==> src/hdl/fws_pkg.sv <==
// Constants shared by the flash wait-state controller and its stretch counter.
// Assumes a single 40 MHz system clock and a synchronous active-low reset.
// ----------------------------------------------------------------------------
// Functional notes
// [RULE1] Each flash access lasts the access-cycle field value plus one system clocks, for field values 00 to 10.
// [RULE2] Field value 00 gives a one-clock access, fit for clocks up to 20 MHz.
// [RULE3] Field value 01 gives a two-clock access, fit for clocks up to 40 MHz.
// [RULE4] Field value 10 gives a three-clock access, fit for clocks up to 50 MHz.
// [RULE5] After reset the access-cycle field reads 10, so accesses take three clocks.
// [RULE6] Software writes back the upper thirty bits exactly as it read them.
// [RULE7] The configuration register is decoded at its fixed memory-mapped address.
// [RULE8] The reserved value 11 falls back to the safe three-clock access.
// ----------------------------------------------------------------------------
package fws_pkg;
  localparam logic [31:0] FWS_CFG_ADDR     = 32'h4003c010;
  localparam int          FWS_FIELD_LSB    = 0;
  localparam int          FWS_FIELD_W      = 2;
  localparam logic [1:0]  FWS_FIELD_RESET  = 2'h2;
  localparam logic [29:0] FWS_UPPER_RESET  = 30'h0;
  localparam logic [1:0]  FWS_FIELD_RSVD   = 2'h3;
  localparam logic [1:0]  FWS_FIELD_MAXDEF = 2'h2;
  localparam logic [31:0] FWS_UNMAPPED_RD  = 32'h0;
  localparam int          FWS_CNT_W        = 2;
endpackage : fws_pkg

==> src/hdl/fws_stretch.sv <==
// Stretch counter: holds a flash access for a programmed number of clocks.
// Assumes the requester keeps acc_req high until acc_done pulses.
// ----------------------------------------------------------------------------
`timescale 1ns/10ps
module fws_stretch (
  input  wire logic                         mclk,
  input  wire logic                         resetn,
  input  wire logic                         acc_req,
  input  wire logic [fws_pkg::FWS_CNT_W-1:0] wait_cycles,
  output logic                              acc_done,
  output logic                              acc_busy
);
  typedef enum logic [0:0] {FWS_IDLE, FWS_WAIT} fws_state_t;

  fws_state_t                        state_reg,  state_next;
  logic [fws_pkg::FWS_CNT_W-1:0]     cnt_reg,    cnt_next;

  always_comb begin
    state_next = state_reg;
    cnt_next   = cnt_reg;
    acc_done   = 1'b0;
    case (state_reg)
      FWS_IDLE: begin
        if (acc_req) begin
          if (wait_cycles == '0) begin
            acc_done = 1'b1; // see [RULE2]
          end else begin
            cnt_next   = wait_cycles - 2'h1; // see [RULE1]
            state_next = FWS_WAIT;
          end
        end
      end
      FWS_WAIT: begin
        if (cnt_reg == '0) begin
          acc_done   = 1'b1;
          state_next = FWS_IDLE;
        end else begin
          cnt_next = cnt_reg - 2'h1;
        end
      end
      default: state_next = FWS_IDLE;
    endcase
  end

  always_ff @(posedge mclk) begin
    if (!resetn) begin
      state_reg <= FWS_IDLE;
      cnt_reg   <= '0;
    end else begin
      state_reg <= state_next;
      cnt_reg   <= cnt_next;
    end
  end

  assign acc_busy = (state_reg == FWS_WAIT);
endmodule : fws_stretch

==> src/hdl/fws_top.sv <==
// Flash wait-state controller: configuration register and access stretching.
// Assumes one-cycle register strobes and a flash requester holding its request.
// ----------------------------------------------------------------------------
//
// Strobed register access was decided locally.
`timescale 1ns/10ps
module fws_top (
  input  wire logic        mclk,
  input  wire logic        resetn,
  input  wire logic [31:0] reg_addr,
  input  wire logic [31:0] reg_wdata,
  input  wire logic        reg_wr,
  input  wire logic        reg_rd,
  output logic      [31:0] reg_rdata,
  input  wire logic        flash_req,
  output logic             flash_ack,
  output logic      [1:0]  access_cycle_field
);
  // --------------------------------------------------------------------------
  // Configuration register
  // --------------------------------------------------------------------------
  logic [1:0]  field_reg,  field_next;
  logic [29:0] upper_reg,  upper_next;
  logic [31:0] rdata_reg,  rdata_next;
  logic        ack_reg;
  logic        done;
  logic        busy;
  logic [1:0]  eff_wait;

  function automatic logic hit(input logic [31:0] a);
    hit = (a == fws_pkg::FWS_CFG_ADDR);
  endfunction : hit

  always_comb begin
    field_next = field_reg;
    upper_next = upper_reg;
    rdata_next = fws_pkg::FWS_UNMAPPED_RD;
    if (reg_wr && hit(reg_addr)) begin // see [RULE7]
      field_next = reg_wdata[fws_pkg::FWS_FIELD_LSB +: fws_pkg::FWS_FIELD_W];
      // Upper bits stored as written; software keeps them as read, see [RULE6]
      upper_next = reg_wdata[31:2];
    end
    if (reg_rd && hit(reg_addr)) begin
      rdata_next = {upper_reg, field_reg};
    end
  end

  always_ff @(posedge mclk) begin
    if (!resetn) begin
      field_reg <= fws_pkg::FWS_FIELD_RESET; // see [RULE5]
      upper_reg <= fws_pkg::FWS_UPPER_RESET;
      rdata_reg <= fws_pkg::FWS_UNMAPPED_RD;
    end else begin
      field_reg <= field_next;
      upper_reg <= upper_next;
      rdata_reg <= rdata_next;
    end
  end

  // --------------------------------------------------------------------------
  // Access stretching
  // --------------------------------------------------------------------------
  // Reserved code treated as slowest setting, keeps reads safe, see [RULE8]
  always_comb begin
    eff_wait = (field_reg == fws_pkg::FWS_FIELD_RSVD) ? fws_pkg::FWS_FIELD_MAXDEF
                                                      : field_reg; // see [RULE3] [RULE4]
  end

  fws_stretch u_stretch (
    .mclk        (mclk),
    .resetn      (resetn),
    .acc_req     (flash_req && !ack_reg),
    .wait_cycles (eff_wait),
    .acc_done    (done),
    .acc_busy    (busy)
  );

  // Ack registered: output rises the clock after the final access cycle
  always_ff @(posedge mclk) begin
    if (!resetn) begin
      ack_reg <= 1'b0;
    end else begin
      ack_reg <= done;
    end
  end

  assign reg_rdata          = rdata_reg;
  assign flash_ack          = ack_reg;
  assign access_cycle_field = field_reg;

  // --------------------------------------------------------------------------
  // Check helpers
  // --------------------------------------------------------------------------
  // Clocks of the access in flight, acceptance to acknowledge
  // Setting latched at acceptance: a write mid-access affects only the next
  logic [2:0]  acc_len_reg,  acc_len_next;
  logic [1:0]  acc_set_reg,  acc_set_next;
  logic        acc_open_reg, acc_open_next;

  // Spelled out per code, kept apart from the datapath arithmetic
  function automatic logic [2:0] exp_len(input logic [1:0] setting);
    case (setting)
      2'h0:    exp_len = 3'h1;
      2'h1:    exp_len = 3'h2;
      default: exp_len = 3'h3;
    endcase
  endfunction : exp_len

  always_comb begin
    acc_len_next  = acc_len_reg;
    acc_set_next  = acc_set_reg;
    acc_open_next = acc_open_reg;
    if (flash_ack) begin
      acc_open_next = 1'b0;
    end else if (acc_open_reg) begin
      // Saturates, a stuck access never wraps to a legal length
      if (acc_len_reg != 3'h7) begin
        acc_len_next = acc_len_reg + 3'h1;
      end
    end else if (flash_req && !busy) begin
      acc_open_next = 1'b1;
      acc_len_next  = 3'h1;
      acc_set_next  = field_reg;
    end
  end

  always_ff @(posedge mclk) begin
    if (!resetn) begin
      acc_len_reg  <= 3'h0;
      acc_set_reg  <= 2'h0;
      acc_open_reg <= 1'b0;
    end else begin
      acc_len_reg  <= acc_len_next;
      acc_set_reg  <= acc_set_next;
      acc_open_reg <= acc_open_next;
    end
  end
endmodule : fws_top

==> config.mk <==
export PLATFORM = sky130hd
export DESIGN_NAME = fws_top
export DESIGN_NICKNAME = d
export VERILOG_FILES = /design/src/hdl/fws_pkg.sv /design/src/hdl/fws_stretch.sv /design/src/hdl/fws_top.sv
export SDC_FILE = /design/constraint.sdc
export NUM_CORES = 1
export LEC_CHECK = 0
export BUFFER_PORTS_ARGS = -buffer_cell sky130_fd_sc_hd__buf_2
export CORE_ASPECT_RATIO = 1.25
export CORE_MARGIN = 2
export CORE_UTILIZATION = 44
export CTS_BUF_LIST = sky130_fd_sc_hd__clkbuf_4
export CTS_CLUSTER_DIAMETER = 100
export DETAILED_ROUTE_END_ITERATION = 6
export PLACE_DENSITY = 0.77
export SYNTH_ARGS = -nofsm -noshare
export SYNTH_HDL_FRONTEND = slang
export SYNTH_HIERARCHICAL = 1
export SYNTH_SLANG_ARGS = --single-unit
==> constraint.sdc <==
create_clock -name mclk -period 1.5 [get_ports mclk]
set_input_delay 0.3 -clock mclk [delete_from_list [all_inputs] [get_ports mclk]]
set_output_delay 0.3 -clock mclk [all_outputs]
set_load 0.01 [all_outputs]
==> impl_metrics.ini, run 1 <==
[power]
p_per_area_nw_per_um2 = 908
p_seq_share_pct = 62.4
vdd_ir_drop_max_mv = 0.455
total_power_mw = 2.91
switchingPower_uw = 679
p_int_mw = 2.23
p_clk_share_pct = 31.0
comb_power_share_pct = 6.6
power.leakage_nw = 1.45
power.share.switching_pct = 23.4

[die]
coreArea_um2 = 5440
die-width_um = 71.4
dieArea_um2 = 6290
ios = 104
die_h_um = 88.2
start_util_pct = 45.8
placementRows = 30

[setup_path]
start_kind = input port
path_cells = buf_2, nor4b_1, nand4_1, buf_4, nor3_4, buf_4, and2_1
crit_path_max_fanout = 10
r2r_slack_ns = 0.30
crit_family = simple AND/OR/NAND/NOR gates
crit_type = in2reg
slowest_stage = nor4b_1
required_ns = 1.83
critical_path_arrival_ns = 1.72
crit_path_max_incr_delay_ns = 0.34
path_buf_inv = 3
cp_common_cell = buf_4
end_kind = register

[timing]
slew_violations = 0
max_clock_freq_mhz = 720
period_share_pct = 92.6
finalSetupViolCount = 0
maxSlewHeadroom_pct = 78.4
period_needed_ns = 1.39
skew_ns = 0.00666
rsz0062_at_grt = no
worst_pin_slew_ns = 0.319
holdWs_ns = 0.146
hold_viol = 0

[grt]
grt_usage_pct = 16.3
overflow = 0
grt_pass1_wl_um = 7780
first_global_vias = 1923
grt_antenna_before_repair = 0
grt_start_max_net_pins = 37

[clock_tree]
cts_tree = built
cts_resized = 0
cts-root-buf = clkbuf_4
clock_latency_ns = 0.38
clockBufferDepth = 2
path_clk_slew_ns = 0.10
htreeDepth = 3
clock_sink_count = 68
cts_made_buffers = 9

[yosys]
syn_avg_cell_area_um2 = 10.2
yosysWarnings = 6
ys_seq_area_share_pct = 54.6
ys_ff_latch = 68
syn_area_um2 = 2490
yosys.area.top_type = dfxtp_1
netlist_top_cells_area = dfxtp_1 55%, mux2i_1 13%, nand2_1 9.5%
synth_top_area_share_pct = 54.6
ys_types = 29
syn_nets = 313
syn_inst = 244

[route]
drt_first_pass_iters = 4
wl_um = 4810
avgRoutedWirePerCell_um = 11.5
dr_total_vias = 1937
drc = 0
drt-initial-drc-count = 61
final_antenna_net_count = 0
viasPerCell = 4.63

[worst_hold_path]
hp-class = in2reg

[layout]
area_delta_synth_final_pct = 28.3
largest_reg_flops = 32
final_area_um2 = 3200
antennaDiodeCount = 0
fin_nets = 419
post-route-util_pct = 58.8
drive_gt1_share_pct = 37.6
fillers = 493

[placement]
post_dp_cell_area_um2 = 3090
dp_hpwl_um = 3570
place_congestion = 0.732
port_buffers = 103

[status]
status = finished, final reports clean

[flow_run]
cap_violations = 0
## synth_stat cells (all sizes together)
library cell and instances:
dfxtp 68, nand2 63, and2 33, mux2i 32, clkbuf 11, nor2b 7
nor4b 4, buf 3, nand4 3, nor2 3, nor4 3, inv 2
nor3 2, o21a 2, a21bo 1, a21oi 1, a22o 1, and4bb 1
nand2b 1, nand3 1, nand3b 1, o21ai 1
## power groups by stage
stage          Combinational [mW]  Clock (mW)  Sequential, mW
4_1_cts                     0.193       0.951            1.82
2_1_floorplan              0.0794           0            1.86
3_3_place_gp                0.187           0            1.86
3_5_place_dp                0.193           0            1.86
6_report                    0.190       0.901            1.82
5_1_grt                     0.212        1.01            1.82
## what timing repair did
| item | CTS | global route |
|---|---|---|
| endpoints found under the setup margin | 0 | 1 |
| hold buffers | 0 | 0 |
| setup buffers | 0 | 1 |
## worst reg2reg max path: cells and delay by family, from the launching register on
family | cells | cell delay (ns)
compound gates | 1 | 0.19
simple gates | 3 | 0.55
flops | 1 | 0.38
## metal layers
layer  global-route usage (%)  vias to the layer above  part of all wire (%)
met2                     30.4                       76                    52
met3                     5.29                        9                   7.4
met1                     15.6                      849                    38
met5                        0                        -                     0
li1                         -                     1003                     -
met4                     9.09                        0                   1.8
## logic make-up (layout without fill, tap and decap cells)
family | after synthesis | in the layout | synth area share, %
compound gates | 6 | 6 | 1.75
mux | 32 | 32 | 12.8
simple gates | 122 | 122 | 26.9
buf+inv | 16 | 126 | 3.91
flops | 68 | 68 | 54.6
## final cells by class
class,count,area (um2),area share (%)
inverter,2,7.51,0.235
sequential,68,1360,42.5
clock inverter,6,32.5,1.02
clock buffer,9,67.6,2.11
timing repair buffer,109,586,18.3
multi-input combinational,160,1070,33.3
tap,64,80.1,2.50
## placed cells by master, fill, tap and decap left out, types with 2 or more instances in the layout
master and instances:
buf_2 103, dfxtp_1 68, nand2_1 63, and2_1 33, mux2i_1 32, clkbuf_4 9
nor2b_1 5, buf_4 4, nor2_1 3, inv_1 2, nor4_4 2, nor4b_1 2
nand4_1 2, nor3_4 2, clkinvlp_4 2, clkinv_1 2, clkinv_2 2, buf_12 2
o21a_1 2
## final timing paths
path                                              endpoint                                from  cells after the start
worst max register to register        flash_ack$_SDFF_PN0_  access_cycle_field[0]$_SDFFE_PN0P_                      4
worst min register to register    reg_rdata[31]$_SDFF_PN0_          upper_reg[29]$_SDFFE_PN0P_                      1
worst max-delay path               reg_rdata[5]$_SDFF_PN0_                         reg_addr[2]                      7
worst min-delay path            upper_reg[26]$_SDFFE_PN0P_                       reg_wdata[28]                      3
## through the flow
step | std cells | TNS [ns] | setup slack (ns)
finish | 418 | 0 | 0.111
global route | 418 | 0 | 0.0516
CTS | 417 | 0 | 0.0718
detailed placement | 402 | -17.14 | -0.356
global placement | 402 | -13.36 | -0.264
floorplan | 244 | -1.15 | -0.0383
Power figures use the tool's default switching activity.
==> run 2: changes to the inputs <==
BUFFER_PORTS_ARGS = unset   (was -buffer_cell sky130_fd_sc_hd__buf_2)
CORE_UTILIZATION = 58   (was 44)
DONT_BUFFER_PORTS = 1   (was unset)
PLACE_DENSITY = 0.76   (was 0.77)
==> impl_metrics.ini, run 2 (synthesized netlist as in run 1, its figures left out) <==
[status]
status = finished, final reports clean

[layout]
mostFrequentLayoutCells = 68 x dfxtp_1, 63 x nand2_1, 33 x and2_1
final_area_um2 = 2710
largest_reg_flops = 32
post-route-util_pct = 66.1
area_delta_synth_final_pct = 8.53
fillers = 340
antennaDiodeCount = 0
fin_nets = 317
regArea_um2 = 1360
mostFrequentLayoutCell = dfxtp_1
drive_gt1_share_pct = 12.6
multi_input_area_um2 = 1070

[power]
p_per_area_nw_per_um2 = 1120
vdd_ir_drop_max_mv = 0.761
power.leakage_nw = 1.02
total_power_mw = 3.02

[route]
drc = 0
final_antenna_net_count = 0
avgRoutedWirePerCell_um = 13.3
drt_first_pass_iters = 4
viasPerCell = 5.11
drt-initial-drc-count = 156
dr_total_vias = 1580
wl_um = 4130

[flow_run]
cap_violations = 0

[clock_tree]
cts-root-buf = clkbuf_4
path_clk_slew_ns = 0.11
clock_latency_ns = 0.39
cts_made_buffers = 9
cts_tree = built
htreeDepth = 3
clockBufferDepth = 2
clock_sink_count = 68
post-cts-setup-buffers = 0

[setup_path]
path_cells = nor4b_1, nand4_1, nor3_4, buf_12, mux2i_1
required_ns = 1.82
crit_type = in2reg
slowest_stage = nor4b_1
crit_path_max_incr_delay_ns = 0.34
crit_path_max_fanout = 27
start_kind = input port
end_kind = register
critical_path_arrival_ns = 1.64

[grt]
first_global_vias = 1522
grt_usage_pct = 18.2
grt_pass1_wl_um = 6680
overflow = 0
grt_antenna_before_repair = 0
grt_start_max_net_pins = 71

[timing]
period_needed_ns = 1.32
rsz0062_at_grt = no
maxSlewHeadroom_pct = 77.9
hold_viol = 0
max_clock_freq_mhz = 760
period_share_pct = 87.7
skew_ns = 0.0125
worst_pin_slew_ns = 0.327
slew_violations = 0
finalSetupViolCount = 0

[placement]
place_congestion = 0.719
dp_hpwl_um = 2890
port_buffers = 0
post_dp_cell_area_um2 = 2560

[die]
die_h_um = 77.3
placementRows = 26
coreArea_um2 = 4100
die-width_um = 62.7
ios = 104
start_util_pct = 60.9
dieArea_um2 = 4850

[worst_hold_path]
hp-class = in2reg
==> run 2: changes by cell type in the layout (fill, tap and decap cells not counted), sizes merged <==
cell	before	now
clkinvlp	2	0
bufinv	0	1
buf	109	6
dlygate4sd3	0	1
clkbuf	9	11
==> run 2: where the power goes <==
part	leakage, nW	total, mW	switching, mW	internal (mW)
logic	0.389	0.0671	0.0260	0.0410
registers	0.548	1.82	0.00600	1.81
clock network	0.0782	1.14	0.598	0.539
total	1.02	3.02	0.630	2.39
==> run 2: area by class of cell <==
| class | count | share of cell area [%] |
|---|---|---|
| Sequential cell | 68 | 50.3 |
| Multi-Input combinational cell | 160 | 39.4 |
| Clock buffer | 11 | 3.05 |
| Tap cell | 56 | 2.59 |
| Timing Repair Buffer | 7 | 2.50 |
| Clock inverter | 5 | 1.94 |
| Inverter | 2 | 0.277 |
==> run 2: through the flow <==
stage	setup WS (ns)	hold WS, ns	cells	TNS [ns]
finish	0.184	0.0276	309	0
global route	0.0964	0.000765	309	0
CTS	0.182	0.00258	309	0
detailed placement	-0.250	0.425	292	-11.12
global placement	-0.222	0.421	292	-10.42
floorplan	-0.0383	0.418	244	-1.15
==> run 2: per-layer routing <==
metal  up-vias  part of all wire (%)  track usage, %
met4         0                   2.0            12.7
met5         -                     0               0
met3         8                   8.3            6.38
met1       695                    41            19.1
met2        76                    49            30.4
li1        801                     -               -
==> run 2: worst max-delay path, delay by kind of cell <==
| family | cells | cell delay (ns) |
|---|---|---|
| simple gates | 3 | 0.86 |
| buf+inv | 1 | 0.25 |
| mux | 1 | 0.21 |
==> run 2: path summary, 6_finish.rpt <==
path / startpoint / endpoint / slack (ns) / depth (start not counted)
worst max register to register: access_cycle_field[1]$_SDFFE_PN1P_ / flash_ack$_SDFF_PN0_ / 0.27 / 4
worst min-delay path: reg_wdata[7] / upper_reg[5]$_SDFFE_PN0P_ / 0.03 / 2
worst min register to register: upper_reg[28]$_SDFFE_PN0P_ / upper_reg[28]$_SDFFE_PN0P_ / 0.46 / 2
worst max-delay path: reg_addr[10] / upper_reg[3]$_SDFFE_PN0P_ / 0.18 / 5
==> run 2: what timing repair did <==
| action | CTS | global route |
|---|---|---|
| hold buffers | 1 | 0 |
| hold endpoints to repair | 1 | 0 |
| resized for setup | 0 | 0 |
